**src/pkg/cic_pkg.sv**
```systemverilog
// package: constants and types of the converter control block
package cic_pkg;
  // serial target address
  localparam logic [6:0] TGT_ADDR  = 7'h75;
  // register offsets
  localparam logic [2:0] OFS_ID    = 3'h0;
  localparam logic [2:0] OFS_CFG   = 3'h1;
  localparam logic [2:0] OFS_FLOOR = 3'h2;
  localparam logic [2:0] OFS_ILIMB = 3'h3;
  localparam logic [2:0] OFS_ROOF  = 3'h4;
  localparam logic [2:0] OFS_STAT  = 3'h5;
  localparam logic [2:0] OFS_ILIMP = 3'h6;
  localparam logic [2:0] OFS_LOOP  = 3'h7;
  localparam int         NUM_REGS  = 8;
  // configuration field positions
  localparam int CFG_RST_BIT  = 7;
  localparam int CFG_MODE_LO  = 5;
  localparam int CFG_HIC_BIT  = 4;
  localparam int CFG_DIS_BIT  = 3;
  localparam int CFG_SSFM_BIT = 2;
  localparam int CFG_LL_LO    = 0;
  // status field positions
  localparam int STAT_TSD_BIT = 7;
  localparam int STAT_CRC_BIT = 6;
  localparam int STAT_OP_BIT  = 4;
  localparam int STAT_ILP_BIT = 3;
  localparam int STAT_PG_BIT  = 0;
  // identity value, arbitrary
  localparam logic [7:0] ID_VALUE  = 8'hA6;
  // reset values and writable bits, indexed by offset
  localparam logic [7:0] RST_CFG   = 8'h38;
  localparam logic [7:0] RST_TAB [NUM_REGS] =
    '{8'h00, RST_CFG, 8'h0B, 8'h06, 8'h0E, 8'h00, 8'h1B, 8'h40};
  localparam logic [7:0] MSK_TAB [NUM_REGS] =
    '{8'h00, 8'h7F, 8'h3F, 8'h0F, 8'h3F, 8'h00, 8'h3F, 8'hFF};
  // synchroniser reset value: serial lines idle high
  localparam logic [7:0] SYNC_RST  = 8'h03;
  // enable modes
  localparam logic [1:0] MODE_FBYP = 2'h2;
  localparam logic [1:0] MODE_SHUT = 2'h3;
  // timing
  localparam int         CLK_MHZ     = 200;
  localparam int         TRIP_DLY_NS = 200;
  localparam int         OFF_NS      = 1000;
  localparam logic [7:0] TRIP_CYC = 8'((TRIP_DLY_NS * CLK_MHZ) / 1000);
  localparam logic [7:0] OFF_CYC  = 8'((OFF_NS * CLK_MHZ + 999) / 1000);
  // state types
  typedef enum logic [2:0] {
    P_OFF, P_START, P_RUN, P_TRIP, P_HICCUP, P_LATCH, P_TSD
  } cic_prot_st_t;
  typedef enum logic [2:0] {
    I_IDLE, I_ADDR, I_PTR, I_WDATA, I_RDATA
  } cic_i2c_st_t;
endpackage : cic_pkg

```
**src/verilog/cic_prot.sv**
```systemverilog
// protection sequencer and power-good flag of the converter
`timescale 1ns/1ps
`default_nettype none
module cic_prot (
  input  wire logic       core_clk,
  input  wire logic       rst,
  input  wire logic       soft_rst,
  input  wire logic [1:0] mode,
  input  wire logic       hiccup_en,
  input  wire logic       ot_i,
  input  wire logic       trip_i,
  input  wire logic       short_i,
  input  wire logic       vout_low_i,
  input  wire logic       vin_above_i,
  input  wire logic       ss_done_i,
  output logic            bypass_en_q,
  output logic            boost_en_q,
  output logic            ss_go_q,
  output logic            pg_q,
  output logic            tsd_ev_q,
  output logic            trip_ev_q
);
  cic_pkg::cic_prot_st_t st_q, st_d;
  cic_pkg::cic_prot_st_t fault_st;
  logic [7:0] cnt_q, cnt_d;
  logic       pg_d;

  // mode decode
  wire auto_w  = ~mode[1];
  wire shut_w  = mode == cic_pkg::MODE_SHUT;
  wire byp_sel = (mode == cic_pkg::MODE_FBYP) | (auto_w & vin_above_i);
  wire fault_w = short_i | trip_i;
  wire calm    = ~ot_i & ~soft_rst & ~shut_w;
  assign fault_st = hiccup_en ? cic_pkg::P_HICCUP : cic_pkg::P_LATCH;

  // next state: heat first, then soft reset, then commanded shutdown
  always_comb begin
    st_d  = st_q;
    cnt_d = (cnt_q != 8'h00) ? 8'(cnt_q - 8'h01) : cnt_q;
    if (ot_i) begin
      st_d = cic_pkg::P_TSD;
    end else if (soft_rst) begin
      st_d  = cic_pkg::P_OFF;
      cnt_d = cic_pkg::OFF_CYC;
    end else if (shut_w) begin
      st_d = cic_pkg::P_OFF;
    end else begin
      unique case (st_q)
        cic_pkg::P_OFF:    if (cnt_q == 8'h00) st_d = cic_pkg::P_START;
        cic_pkg::P_START: begin
          if (short_i) st_d = fault_st;
          else if (ss_done_i) st_d = cic_pkg::P_RUN;
        end
        cic_pkg::P_RUN: begin
          if (byp_sel && trip_i) begin
            st_d  = cic_pkg::P_TRIP;
            cnt_d = cic_pkg::TRIP_CYC;
          end else if (short_i) begin
            st_d = fault_st;
          end
        end
        cic_pkg::P_TRIP:   if (cnt_q == 8'h00) st_d = fault_st;
        cic_pkg::P_HICCUP: if (!fault_w) st_d = cic_pkg::P_START;
        cic_pkg::P_LATCH:  st_d = cic_pkg::P_LATCH;
        cic_pkg::P_TSD:    st_d = cic_pkg::P_START;
        default:           st_d = cic_pkg::P_OFF;
      endcase
    end
  end

  // power-good: low in every off or fault state, forced bypass holds
  always_comb begin
    pg_d = 1'b0;
    if (st_d == cic_pkg::P_RUN) begin
      if (st_q != cic_pkg::P_RUN) pg_d = 1'b1;
      else if (auto_w && vin_above_i) pg_d = 1'b1;
      else if (auto_w && vout_low_i) pg_d = 1'b0;
      else pg_d = pg_q;
    end
  end

  // registered state and switch commands
  always_ff @(posedge core_clk) begin
    if (rst) begin
      st_q        <= cic_pkg::P_OFF;
      cnt_q       <= cic_pkg::OFF_CYC;
      bypass_en_q <= 1'b0;
      boost_en_q  <= 1'b0;
      ss_go_q     <= 1'b0;
      pg_q        <= 1'b0;
      tsd_ev_q    <= 1'b0;
      trip_ev_q   <= 1'b0;
    end else begin
      st_q        <= st_d;
      cnt_q       <= cnt_d;
      bypass_en_q <= (st_d == cic_pkg::P_RUN && byp_sel) || st_d == cic_pkg::P_TRIP;
      boost_en_q  <= st_d == cic_pkg::P_START || (st_d == cic_pkg::P_RUN && !byp_sel);
      ss_go_q     <= st_d == cic_pkg::P_START;
      pg_q        <= pg_d;
      tsd_ev_q    <= st_d == cic_pkg::P_TSD && st_q != cic_pkg::P_TSD;
      trip_ev_q   <= st_d == cic_pkg::P_TRIP && st_q != cic_pkg::P_TRIP;
    end
  end
endmodule : cic_prot
`default_nettype wire

```
**src/verilog/cic_ctrl_top.sv**
```systemverilog
// design: serial register target, status flags and protection of the converter
// Behaviour
// - bypass trip cuts switch after delay, then hiccup
// - short enters hiccup, restarts with soft start
// - software bit disables hiccup retry
// - over-temperature turns all switches off
// - restart automatically when over-temperature clears
// - power-good set when start-up completes
// - boost output low clears power-good
// - auto bypass holds power-good high
// - power-good unspecified in forced bypass
// - shutdown, short or heat clear power-good
// - answer target address 75h, offsets 0-7
// - standard and fast-plus rates, lines idle high
// - controller makes start/stop, busy between
// - data stable while clock high
// - eight bits, MSB first, then acknowledge
// - receiver pulls data low on ninth clock
// - target may stall by holding clock low; this block never holds the clock
// - first byte is address plus direction bit
// - undefined offset gets NACK, back to idle
// - reset bit restores defaults, cycles converter
// - mode field selects auto, bypass or shutdown
// - hiccup enable at bit four, default one
// - power-good readable at status bit zero
// - over-temperature status bit clears after read
`timescale 1ns/1ps
`default_nettype none
module cic_ctrl_top #(
  parameter logic [7:0] ID_CODE = cic_pkg::ID_VALUE // arbitrary identity value
) (
  input  wire logic       core_clk,
  input  wire logic       rst,
  input  wire logic       scl_i,
  input  wire logic       sda_i,
  output logic            sda_o,
  output logic            sda_oe,
  input  wire logic       over_temp_i,
  input  wire logic       bp_ilim_trip_i,
  input  wire logic       short_gnd_i,
  input  wire logic       vout_low_i,
  input  wire logic       vin_above_i,
  input  wire logic       ss_done_i,
  output logic            bypass_en,
  output logic            boost_en,
  output logic            soft_start_go,
  output logic            power_good_flag,
  output logic [7:0]      thr_floor,
  output logic [7:0]      ilim_boost,
  output logic [7:0]      thr_roof,
  output logic [7:0]      ilim_bypass,
  output logic [7:0]      loop_comp,
  output logic            discharge_en,
  output logic            ssfm_en,
  output logic [1:0]      light_mode
);
  ////////////////////////////////////////////////////////////////////////////////
  // declarations
  logic [7:0]            in_s1_q;
  logic [7:0]            in_s2_q;
  logic                  scl_prev_q;
  logic                  sda_prev_q;
  cic_pkg::cic_i2c_st_t  ist_q, ist_d;
  logic [3:0]            cnt_q, cnt_d;
  logic [7:0]            sh_q, sh_d;
  logic [7:0]            tx_q, tx_d;
  logic [3:0]            ptr_q, ptr_d;
  logic                  rw_q, rw_d;
  logic                  mnack_q, mnack_d;
  logic                  sda_oe_q, oe_d;
  logic                  sda_o_q;
  logic [7:0]            reg_q [cic_pkg::NUM_REGS];
  logic                  soft_rst_q;
  logic                  over_temperature_flag_q;
  logic                  bp_trip_flag_q;
  logic                  tsd_ev;
  logic                  trip_ev;
  logic                  pg;
  logic                  byp;
  logic                  bst;
  logic                  ssg;
  logic [7:0]            stat_byte;
  logic [7:0]            rd_byte;

  ////////////////////////////////////////////////////////////////////////////////
  // pin and indication synchronisers
  wire [7:0] pins_w = {ss_done_i, vin_above_i, vout_low_i, short_gnd_i,
                       bp_ilim_trip_i, over_temp_i, sda_i, scl_i};

  // two flops before anything looks at an outside level
  always_ff @(posedge core_clk) begin
    if (rst) begin
      in_s1_q    <= cic_pkg::SYNC_RST;
      in_s2_q    <= cic_pkg::SYNC_RST;
      scl_prev_q <= 1'b1;
      sda_prev_q <= 1'b1;
    end else begin
      in_s1_q    <= pins_w;
      in_s2_q    <= in_s1_q;
      scl_prev_q <= in_s2_q[0];
      sda_prev_q <= in_s2_q[1];
    end
  end

  // synchronised levels
  wire scl_s     = in_s2_q[0];
  wire sda_s     = in_s2_q[1];
  wire ot_s      = in_s2_q[2];
  wire trip_s    = in_s2_q[3];
  wire short_s   = in_s2_q[4];
  wire vlow_s    = in_s2_q[5];
  wire vin_hi_s  = in_s2_q[6];
  wire ssdone_s  = in_s2_q[7];

  // clock edges and bus conditions; the clock is only watched, never held low
  wire scl_rise  = scl_s & ~scl_prev_q;
  wire scl_fall  = ~scl_s & scl_prev_q;
  wire start_c   = scl_s & scl_prev_q & sda_prev_q & ~sda_s;
  wire stop_c    = scl_s & scl_prev_q & ~sda_prev_q & sda_s;

  ////////////////////////////////////////////////////////////////////////////////
  // serial target decode
  wire busy      = (ist_q != cic_pkg::I_IDLE) & ~start_c & ~stop_c;
  wire bit_end   = busy & scl_fall & (cnt_q == 4'h7);
  wire ack_end   = busy & scl_fall & (cnt_q == 4'h8);
  wire addr_hit  = sh_q[7:1] == cic_pkg::TGT_ADDR;
  wire ptr_in    = sh_q[7:3] == 5'h00;
  wire ptr_ok    = ~ptr_q[3];
  wire [2:0] idx = ptr_q[2:0];

  // acknowledge only what this block can take
  wire ack_now   = (ist_q == cic_pkg::I_ADDR  & addr_hit)
                 | (ist_q == cic_pkg::I_PTR   & ptr_in)
                 | (ist_q == cic_pkg::I_WDATA & ptr_ok);

  // register strobes
  wire wr_stb    = bit_end & (ist_q == cic_pkg::I_WDATA) & ptr_ok;
  wire soft_wr   = wr_stb & (idx == cic_pkg::OFS_CFG) & sh_q[cic_pkg::CFG_RST_BIT];
  wire rd_go     = ack_end & ptr_ok
                 & ((ist_q == cic_pkg::I_ADDR & rw_q)
                 | (ist_q == cic_pkg::I_RDATA & ~mnack_q));
  wire stat_clr  = rd_go & (idx == cic_pkg::OFS_STAT);

  // status byte and read selection
  assign stat_byte = {over_temperature_flag_q, 1'b1, 1'b0, bst,
                      bp_trip_flag_q, 2'b00, pg};
  assign rd_byte   = (idx == cic_pkg::OFS_ID)   ? ID_CODE :
                     (idx == cic_pkg::OFS_STAT) ? stat_byte : reg_q[idx];

  ////////////////////////////////////////////////////////////////////////////////
  // serial target sequencing
  // sample on the clock's rising edge, drive only after its falling edge
  always_comb begin
    ist_d   = ist_q;
    cnt_d   = cnt_q;
    sh_d    = sh_q;
    tx_d    = tx_q;
    ptr_d   = ptr_q;
    rw_d    = rw_q;
    mnack_d = mnack_q;
    oe_d    = sda_oe_q;
    if (start_c) begin
      ist_d = cic_pkg::I_ADDR;
      cnt_d = 4'hF; // the clock fall that closes the start is not a bit
      oe_d  = 1'b0;
    end else if (stop_c) begin
      ist_d = cic_pkg::I_IDLE;
      oe_d  = 1'b0;
    end else if (ist_q != cic_pkg::I_IDLE) begin
      if (scl_rise) begin
        if (cnt_q != 4'h8) sh_d = {sh_q[6:0], sda_s};
        else mnack_d = sda_s;
      end
      if (scl_fall) begin
        if (cnt_q < 4'h7) begin
          cnt_d = 4'(cnt_q + 4'h1);
          if (ist_q == cic_pkg::I_RDATA) begin
            tx_d = {tx_q[6:0], 1'b0};
            oe_d = ~tx_q[6];
          end
        end else if (cnt_q == 4'h7) begin
          cnt_d = 4'h8;
          oe_d  = ack_now;
          if (ist_q == cic_pkg::I_ADDR) rw_d = sh_q[0];
          if (ist_q == cic_pkg::I_PTR && ptr_in) ptr_d = sh_q[3:0];
          if (wr_stb) ptr_d = 4'(ptr_q + 4'h1);
          if (!ack_now && ist_q != cic_pkg::I_RDATA) ist_d = cic_pkg::I_IDLE;
          if (ist_q == cic_pkg::I_RDATA) oe_d = 1'b0;
        end else if (cnt_q == 4'hF) begin
          cnt_d = 4'h0; // first bit of the address follows
        end else begin
          cnt_d = 4'h0;
          oe_d  = 1'b0;
          unique case (ist_q)
            cic_pkg::I_ADDR:  ist_d = rw_q ? cic_pkg::I_RDATA : cic_pkg::I_PTR;
            cic_pkg::I_PTR:   ist_d = cic_pkg::I_WDATA;
            cic_pkg::I_WDATA: ist_d = cic_pkg::I_WDATA;
            cic_pkg::I_RDATA: ist_d = mnack_q ? cic_pkg::I_IDLE : cic_pkg::I_RDATA;
            cic_pkg::I_IDLE:  ist_d = cic_pkg::I_IDLE;
            default:          ist_d = cic_pkg::I_IDLE;
          endcase
          if (rd_go) begin
            tx_d  = rd_byte;
            oe_d  = ~rd_byte[7];
            ptr_d = 4'(ptr_q + 4'h1);
          end else if (ist_d == cic_pkg::I_RDATA) begin
            ist_d = cic_pkg::I_IDLE;
          end
        end
      end
    end
  end

  // serial target registers; the line is open drain, low when enabled
  always_ff @(posedge core_clk) begin
    if (rst) begin
      ist_q    <= cic_pkg::I_IDLE;
      cnt_q    <= 4'h0;
      sh_q     <= 8'h00;
      tx_q     <= 8'h00;
      ptr_q    <= 4'h0;
      rw_q     <= 1'b0;
      mnack_q  <= 1'b0;
      sda_oe_q <= 1'b0;
      sda_o_q  <= 1'b0;
    end else begin
      ist_q    <= ist_d;
      cnt_q    <= cnt_d;
      sh_q     <= sh_d;
      tx_q     <= tx_d;
      ptr_q    <= ptr_d;
      rw_q     <= rw_d;
      mnack_q  <= mnack_d;
      sda_oe_q <= oe_d;
      sda_o_q  <= 1'b0;
    end
  end

  ////////////////////////////////////////////////////////////////////////////////
  // register file
  // write clears reserved bits; a reset-bit write restores every default
  always_ff @(posedge core_clk) begin
    if (rst || soft_wr) begin
      for (int i = 0; i < cic_pkg::NUM_REGS; i++) begin
        reg_q[i] <= cic_pkg::RST_TAB[i];
      end
    end else if (wr_stb) begin
      reg_q[idx] <= sh_q & cic_pkg::MSK_TAB[idx];
    end
  end

  // sticky status flags: a new event wins over a read that clears
  always_ff @(posedge core_clk) begin
    if (rst || soft_wr) begin
      over_temperature_flag_q <= 1'b0;
      bp_trip_flag_q          <= 1'b0;
      soft_rst_q              <= soft_wr;
    end else begin
      over_temperature_flag_q <= tsd_ev | (over_temperature_flag_q & ~stat_clr);
      bp_trip_flag_q          <= trip_ev | (bp_trip_flag_q & ~stat_clr);
      soft_rst_q              <= 1'b0;
    end
  end

  // configuration fields
  wire [7:0] cfg_w = reg_q[cic_pkg::OFS_CFG];
  wire [1:0] mode_w = cfg_w[cic_pkg::CFG_MODE_LO +: 2];
  wire hic_w = cfg_w[cic_pkg::CFG_HIC_BIT];

  ////////////////////////////////////////////////////////////////////////////////
  // protection sequencer
  cic_prot u_prot (
    .core_clk    (core_clk),
    .rst         (rst),
    .soft_rst    (soft_rst_q),
    .mode        (mode_w),
    .hiccup_en   (hic_w),
    .ot_i        (ot_s),
    .trip_i      (trip_s),
    .short_i     (short_s),
    .vout_low_i  (vlow_s),
    .vin_above_i (vin_hi_s),
    .ss_done_i   (ssdone_s),
    .bypass_en_q (byp),
    .boost_en_q  (bst),
    .ss_go_q     (ssg),
    .pg_q        (pg),
    .tsd_ev_q    (tsd_ev),
    .trip_ev_q   (trip_ev)
  );

  // outputs, each straight from a flop
  assign sda_o           = sda_o_q;
  assign sda_oe          = sda_oe_q;
  assign bypass_en       = byp;
  assign boost_en        = bst;
  assign soft_start_go   = ssg;
  assign power_good_flag = pg;
  assign thr_floor       = reg_q[cic_pkg::OFS_FLOOR];
  assign ilim_boost      = reg_q[cic_pkg::OFS_ILIMB];
  assign thr_roof        = reg_q[cic_pkg::OFS_ROOF];
  assign ilim_bypass     = reg_q[cic_pkg::OFS_ILIMP];
  assign loop_comp       = reg_q[cic_pkg::OFS_LOOP];
  assign discharge_en    = cfg_w[cic_pkg::CFG_DIS_BIT];
  assign ssfm_en         = cfg_w[cic_pkg::CFG_SSFM_BIT];
  assign light_mode      = cfg_w[cic_pkg::CFG_LL_LO +: 2];
endmodule : cic_ctrl_top
`default_nettype wire

```
**config.mk**
```make
export PLATFORM = sky130hd
export DESIGN_NAME = cic_ctrl_top
export DESIGN_NICKNAME = d
export VERILOG_FILES = /design/src/pkg/cic_pkg.sv /design/src/verilog/cic_prot.sv /design/src/verilog/cic_ctrl_top.sv
export SDC_FILE = /design/constraint.sdc
export NUM_CORES = 1
export LEC_CHECK = 0
export BUFFER_PORTS_ARGS = -buffer_cell sky130_fd_sc_hd__buf_2
export CORE_UTILIZATION = 25
export DETAILED_ROUTE_END_ITERATION = 16
export HOLD_SLACK_MARGIN = 0.02
export PLACE_DENSITY = 0.43
export SYNTH_ARGS = -nofsm -noshare
export SYNTH_HDL_FRONTEND = slang
export SYNTH_SLANG_ARGS = --single-unit
```
**constraint.sdc**
```tcl
create_clock -name core_clk -period 3.3 [get_ports core_clk]
set_input_delay 0 -clock core_clk [delete_from_list [all_inputs] [get_ports core_clk]]
set_output_delay 0 -clock core_clk [all_outputs]
set_load 0.05 [all_outputs]
```
Word level (Yosys, flattened, before mapping):

Memories as Yosys holds them, arrays and structs flattened. A register that Yosys moved wholly into a read port is not among the register bits.
Cells that the tools add are included.
W data, S select, Z words.

* register bits after elaboration: 67
* RAM bits: 64
* memory bits (read-only): 64
* bits of input ports: 10
* output and inout bits: 50
* word-level logic and storage cells: 238
* memories kept: 2

* add/sub/neg operators: 3
* magnitude comparators: 2
* equal/unequal tests: 39
* multiplexer cells: 77
* bitwise gates (word level): 51
* reductions and logical operators: 40

Memory list
* (name not given): words 8, bits a word 8, read ports 1, clocked after Yosys merged registers in 0, write ports 0, line cic_ctrl_top.sv:248 `reg_q[idx] <= sh_q & cic_pkg::MSK_TAB[idx];`
* reg_q: words 8, bits a word 8, read ports 7, clocked after Yosys merged registers in 1, write ports 8, line cic_ctrl_top.sv:72 `logic [7:0] reg_q [cic_pkg::NUM_REGS];`

Operators with widths (number)
* $mux W8: 11
* $mux W3: 27
* $mux W4: 11
* $mux W7: 5
* $and A1 B1 Y1: 27
* $eq A3 B3 Y1 const B: 7
* $mux W1: 21
* $pmux W3 S7: 1
* $reduce_and A5 Y1: 4
* $eq A3 B2 Y1 const B: 6
* $reduce_and A8 Y1: 2
* $not A1 Y1: 15
* $eq A3 B1 Y1 const B: 4
* $ne A3 B3 Y1 const B: 4
* $reduce_bool A3 Y1: 4
* $logic_and A1 B1 Y1: 9
* $ne A3 B2 Y1 const B: 3
* $pmux W3 S3: 1
* $add A4 B1 Y4 const B: 2
* $and A8 B8 Y8: 1
* $eq A4 B4 Y1 const B: 2
* $logic_not A8 Y1: 1
* $ne A2 B2 Y1 const B: 4
* $ne A4 B4 Y1 const B: 2
* 22 further kinds: 38

Longest topological paths before layout:

* word-level depth: 20
* mapped depth: 9
* mapped depth without buffers: 7

Hierarchy:

A second synthesis with hierarchy kept.

* cell total of the unflattened synthesis: 583
* area, all modules: 6248.5 µm²

Modules (own cells, without submodules)
* cic_ctrl_top: times used 1, cells each 465, area each 5268.8 µm²
* cic_prot: times used 1, cells each 118, area each 979.7 µm²

Worst setup path after synthesis:

No wires, ideal clock.

* kind: reg2reg
* start point: reg ptr_q[1]
* end point: mem reg_q[7][0], enable pin
* setup time: 0.329 ns
* arrival time: 2.051 ns
* slack: 0.920 ns
* stages on the path, launching flop included: 10
* buffers on the path: 2
* clock period less this slack: 2.380 ns
* cells stage by stage: dfxtp_1 -> clkbuf_1 -> inv_1 -> ha_1 -> nor2b_1 -> a21oi_1 -> and3_1 -> clkbuf_1 -> nand3_1 -> nand2_1

RTL lines
* start: declaration: line cic_ctrl_top.sv:67 `logic [3:0] ptr_q, ptr_d;`
* start signal: assignment: line cic_ctrl_top.sv:231 `ptr_q <= ptr_d;`
* end: declaration: line cic_ctrl_top.sv:72

==> out/qor.yml <==
outcome:
  outcome: "completed"
setup_path:
  critical_path.max_stage_delay_ns: 0.55
  r2r.worst_path.cells: 7
  timing.critical_path.slowest_stage_cell: "dfxtp_1"
  crit_path_launch_type: "flip-flop"
  worstPathArrival_ns: 2.88
  crit_required_ns: 3.39
  worst-path-buf-inv: 1
  path_max_fanout: 10
  cp_cell_sequence: "inv_1 -> ha_1 -> nor2b_1 -> a21oi_1 -> and3_1 -> nand3_1 -> nand2_1"
  crit_type: "reg -> reg"
  worstSetupPathDepth: 7
  critical_path.endpoint_type: "flip-flop"
  cpLargestDelayFamily: "simple AND/OR/NAND/NOR gates"
cts:
  clkSlewWorstSetupHoldPaths_ns: 0.06
  number_of_cts_inserted_buffers: 17
  cts.sinks: 134
  clock_insertion_delay_worst_skew_ns: 0.42
  cts_buffer_depth: 2
  cts.root.buffer_cell: "clkbuf_16"
  cts_max_level: 4
  clock_tree_from_tritoncts: "yes"
timing:
  timing.max_slew.rel_slack_pct: 39.8
  timing_worst_slew_pin_value_ns: 0.901
  setup_repair_after_global_routing_missed_its_margin: "false"
  setup-violations-final: 0
  worst_clock_skew_ns: 0.00997
  max_clock_freq_ghz: 0.358
  fin_crit_sh_pct: 84.6
  finalWorstPathRequiredPeriod_ns: 2.79
  finalWorstSetupSlack_ns: 0.509
  final-max-slew-violation-count: 0
  totalNegativeSetupSlack_ns: 0
  holdWs_ns: 0.0594
  timing.final.hold_violations: 0
logic_synthesis:
  ys_types: 66
  netlist_top_cells_area: "edfxtp_1, dfxtp_1, mux4_2, nor2_1, nand2_1"
  ys_seq_area_share_pct: 53.7
  synth-seq-cells: 134
  synth.top_cell.area_share_pct: 31.1
  synth.cell_area_mm2: 0.00619
  async_flop_share_pct: 0
  post_synth.cell_area_avg_um2: 10.7
  synth_enable_flop_cells: 64
  dominantRegCellSynth: "dfxtp_1"
  ys.warnings.count: 0
  synthesis.instances: 580
  netlist.top_cell.by_area: "edfxtp_1"
  syn-num-nets: 599
layout:
  drive_gt1_share_pct: 19.9
  fin_nets: 665
  area.growth.synth_to_final_pct: 20.4
  fin_cells: 983
  antennaDiodeCount: 0
pwr:
  power.ir.vdd_worst_v: 0.000322
  pwr_density_cell_mw_per_mm2: 520
  total_leakage_power_nw: 2.59
floorplanning:
  floorplan.die.width_um: 159
  ios: 60
  die_h_um: 159
  dieArea_mm2: 0.0254
  initial_core_util_pct: 25.4
  coreArea_mm2: 0.0243
  rows: 57
route:
  drt_wl_total_mm: 18.1
  wl_per_cell_um: 18.4
  route.antenna.remaining_nets: 0
  residual_drc: 0
  drtPass1Iterations: 4
  drt-initial-drc-count: 296
  post_dr_vias_cell: 4.82
  vias: 4735
worst_hold_path:
  min_path_cells: 3
  worst_hold_path_type: "in -> reg"
global_route:
  global_route_wire_length_before_repair_mm: 28.1
  grt_remaining_overflow: 0
  antenna_found_initial: 0
  first_global_vias: 4794
  grt_max_degree: 37
  track_usage_pct: 14.7
place:
  instance_count_after_placement_with_tap_cells_included: 943
  buffer_ports.inserted: 58
  hpwl_mm: 13.3
  dpl_worst_slack_ns: 0.536
  routabilityCongestion: 0.828
flow_run:
  max_cap_viol_count: 0
[repair_timing]
action	CTS	global route
buffers inserted	0	0
hold endpoints to repair	8	0
resized for setup	0	0
hold buffers	8	0
[cell type report]
class | instances | area [um2]
multi-input combinational | 407 | 2680
tap | 324 | 405
clock buffer | 20 | 457
fill | 2515 | 16900
clock inverter | 12 | 103
sequential | 134 | 3320
inverter | 10 | 37.5
timing repair buffer | 76 | 445
[tightest hold or removal path: stages]
cell and delay [ns]:
buf_2 0.14, buf_4 0.20, nor2_1 0.10
[state kept, by name (all words and copies together) (netlist names), 3 cells and up, named ones only]
signal / cells
u_prot.st_q: 3
in_s2_q: 8
tx_q: 7
reg_q: 64
sh_q: 8
cnt_q: 4
ptr_q: 4
u_prot.cnt_q: 8
in_s1_q: 8
ist_q: 3
[synth_stat cells, drive strengths merged, types with 2 or more instances]
library cell and number:
or2 6, a311oi 3, nor3b 3, a21boi 2
ha 9, inv 9, o211ai 9, mux2i 20
and3b 4, and2 7, o31a 2, a221oi 3
a21o 5, edfxtp 64, nor3 14, buf 11
mux4 16, a21oi 36, nor2 93, nand2b 6
nand3 15, xnor2 2, or3b 4, o21ai 15
nand3b 8, nor4 4, a31o 2, and3 8
a211oi 7, nor2b 19, or4 4, a2111oi 2
o211a 2, or3 3, dfxtp 70, clkbuf 18
nand2 55, o2111ai 2
[report_power, final]
part	switching (mW)	internal (mW)
Clock	0.748	1.07
Combinational	0.141	0.0780
Sequential	0.0489	1.79
[layout by cell type (no fill, tap or decap), types with 4 or more instances in the layout]
cell / instances
nand3_1: 15
clkbuf_16: 17
inv_1: 9
dfxtp_1: 70
edfxtp_1: 64
nor2_1: 93
and3_1: 8
a21oi_1: 36
nand2_1: 55
nand3b_1: 8
a211oi_1: 7
or2_2: 6
ha_1: 9
and3b_1: 4
nand2b_1: 6
nor2b_1: 19
mux4_2: 16
a21o_1: 5
dlygate4sd3_1: 8
buf_4: 10
and2_1: 6
clkinv_2: 4
o211ai_1: 9
nor3_1: 14
buf_2: 58
o21ai_0: 14
mux2i_1: 20
[metrics by stage]
step	power [mW]	utilization [%]	cell area (um2)
2_1_floorplan	2.02	-	6190
3_3_place_gp	2.08	28.0	6810
3_5_place_dp	2.08	28.0	6810
4_1_cts	3.91	30.6	7450
5_1_grt	4.01	30.6	7450
6_report	3.87	30.6	7450
[routing by layer]
layer | part of all wire [%] | GRT usage [%] | wire length, um | vias up
li1 | - | - | - | 2242
met1 | 47 | 19.7 | 8520 | 2356
met2 | 46 | 23.1 | 8370 | 119
met3 | 5.5 | 3.67 | 989 | 18
met4 | 1.3 | 4.85 | 237 | 0
met5 | 0 | 0 | 0 | -
[final timing paths]
path / slack [ns] / start / endpoint
max: 0.51 / ptr_q[1] / reg_q[7][1]
min: 0.06 / rst / u_prot.st_q[0]
max reg2reg: 0.51 / ptr_q[1] / reg_q[7][1]
min reg2reg: 0.41 / in_s1_q[1] / in_s2_q[1]
[cell families after synthesis]
| family | count (synthesis) | share of synthesized area, % |
|---|---|---|
| adders and majority gates | 9 | 1.82 |
| DFF | 134 | 53.7 |
| other | 1 | 0.0606 |
| xor gates and xnor gates | 3 | 0.425 |
| and+or+nand+nor | 257 | 20.4 |
| AOI/OAI and AO/OA | 100 | 11.3 |
| muxes | 37 | 9.24 |
| buffers and inverters | 39 | 3.03 |
(Power assumes the default switching activity.)
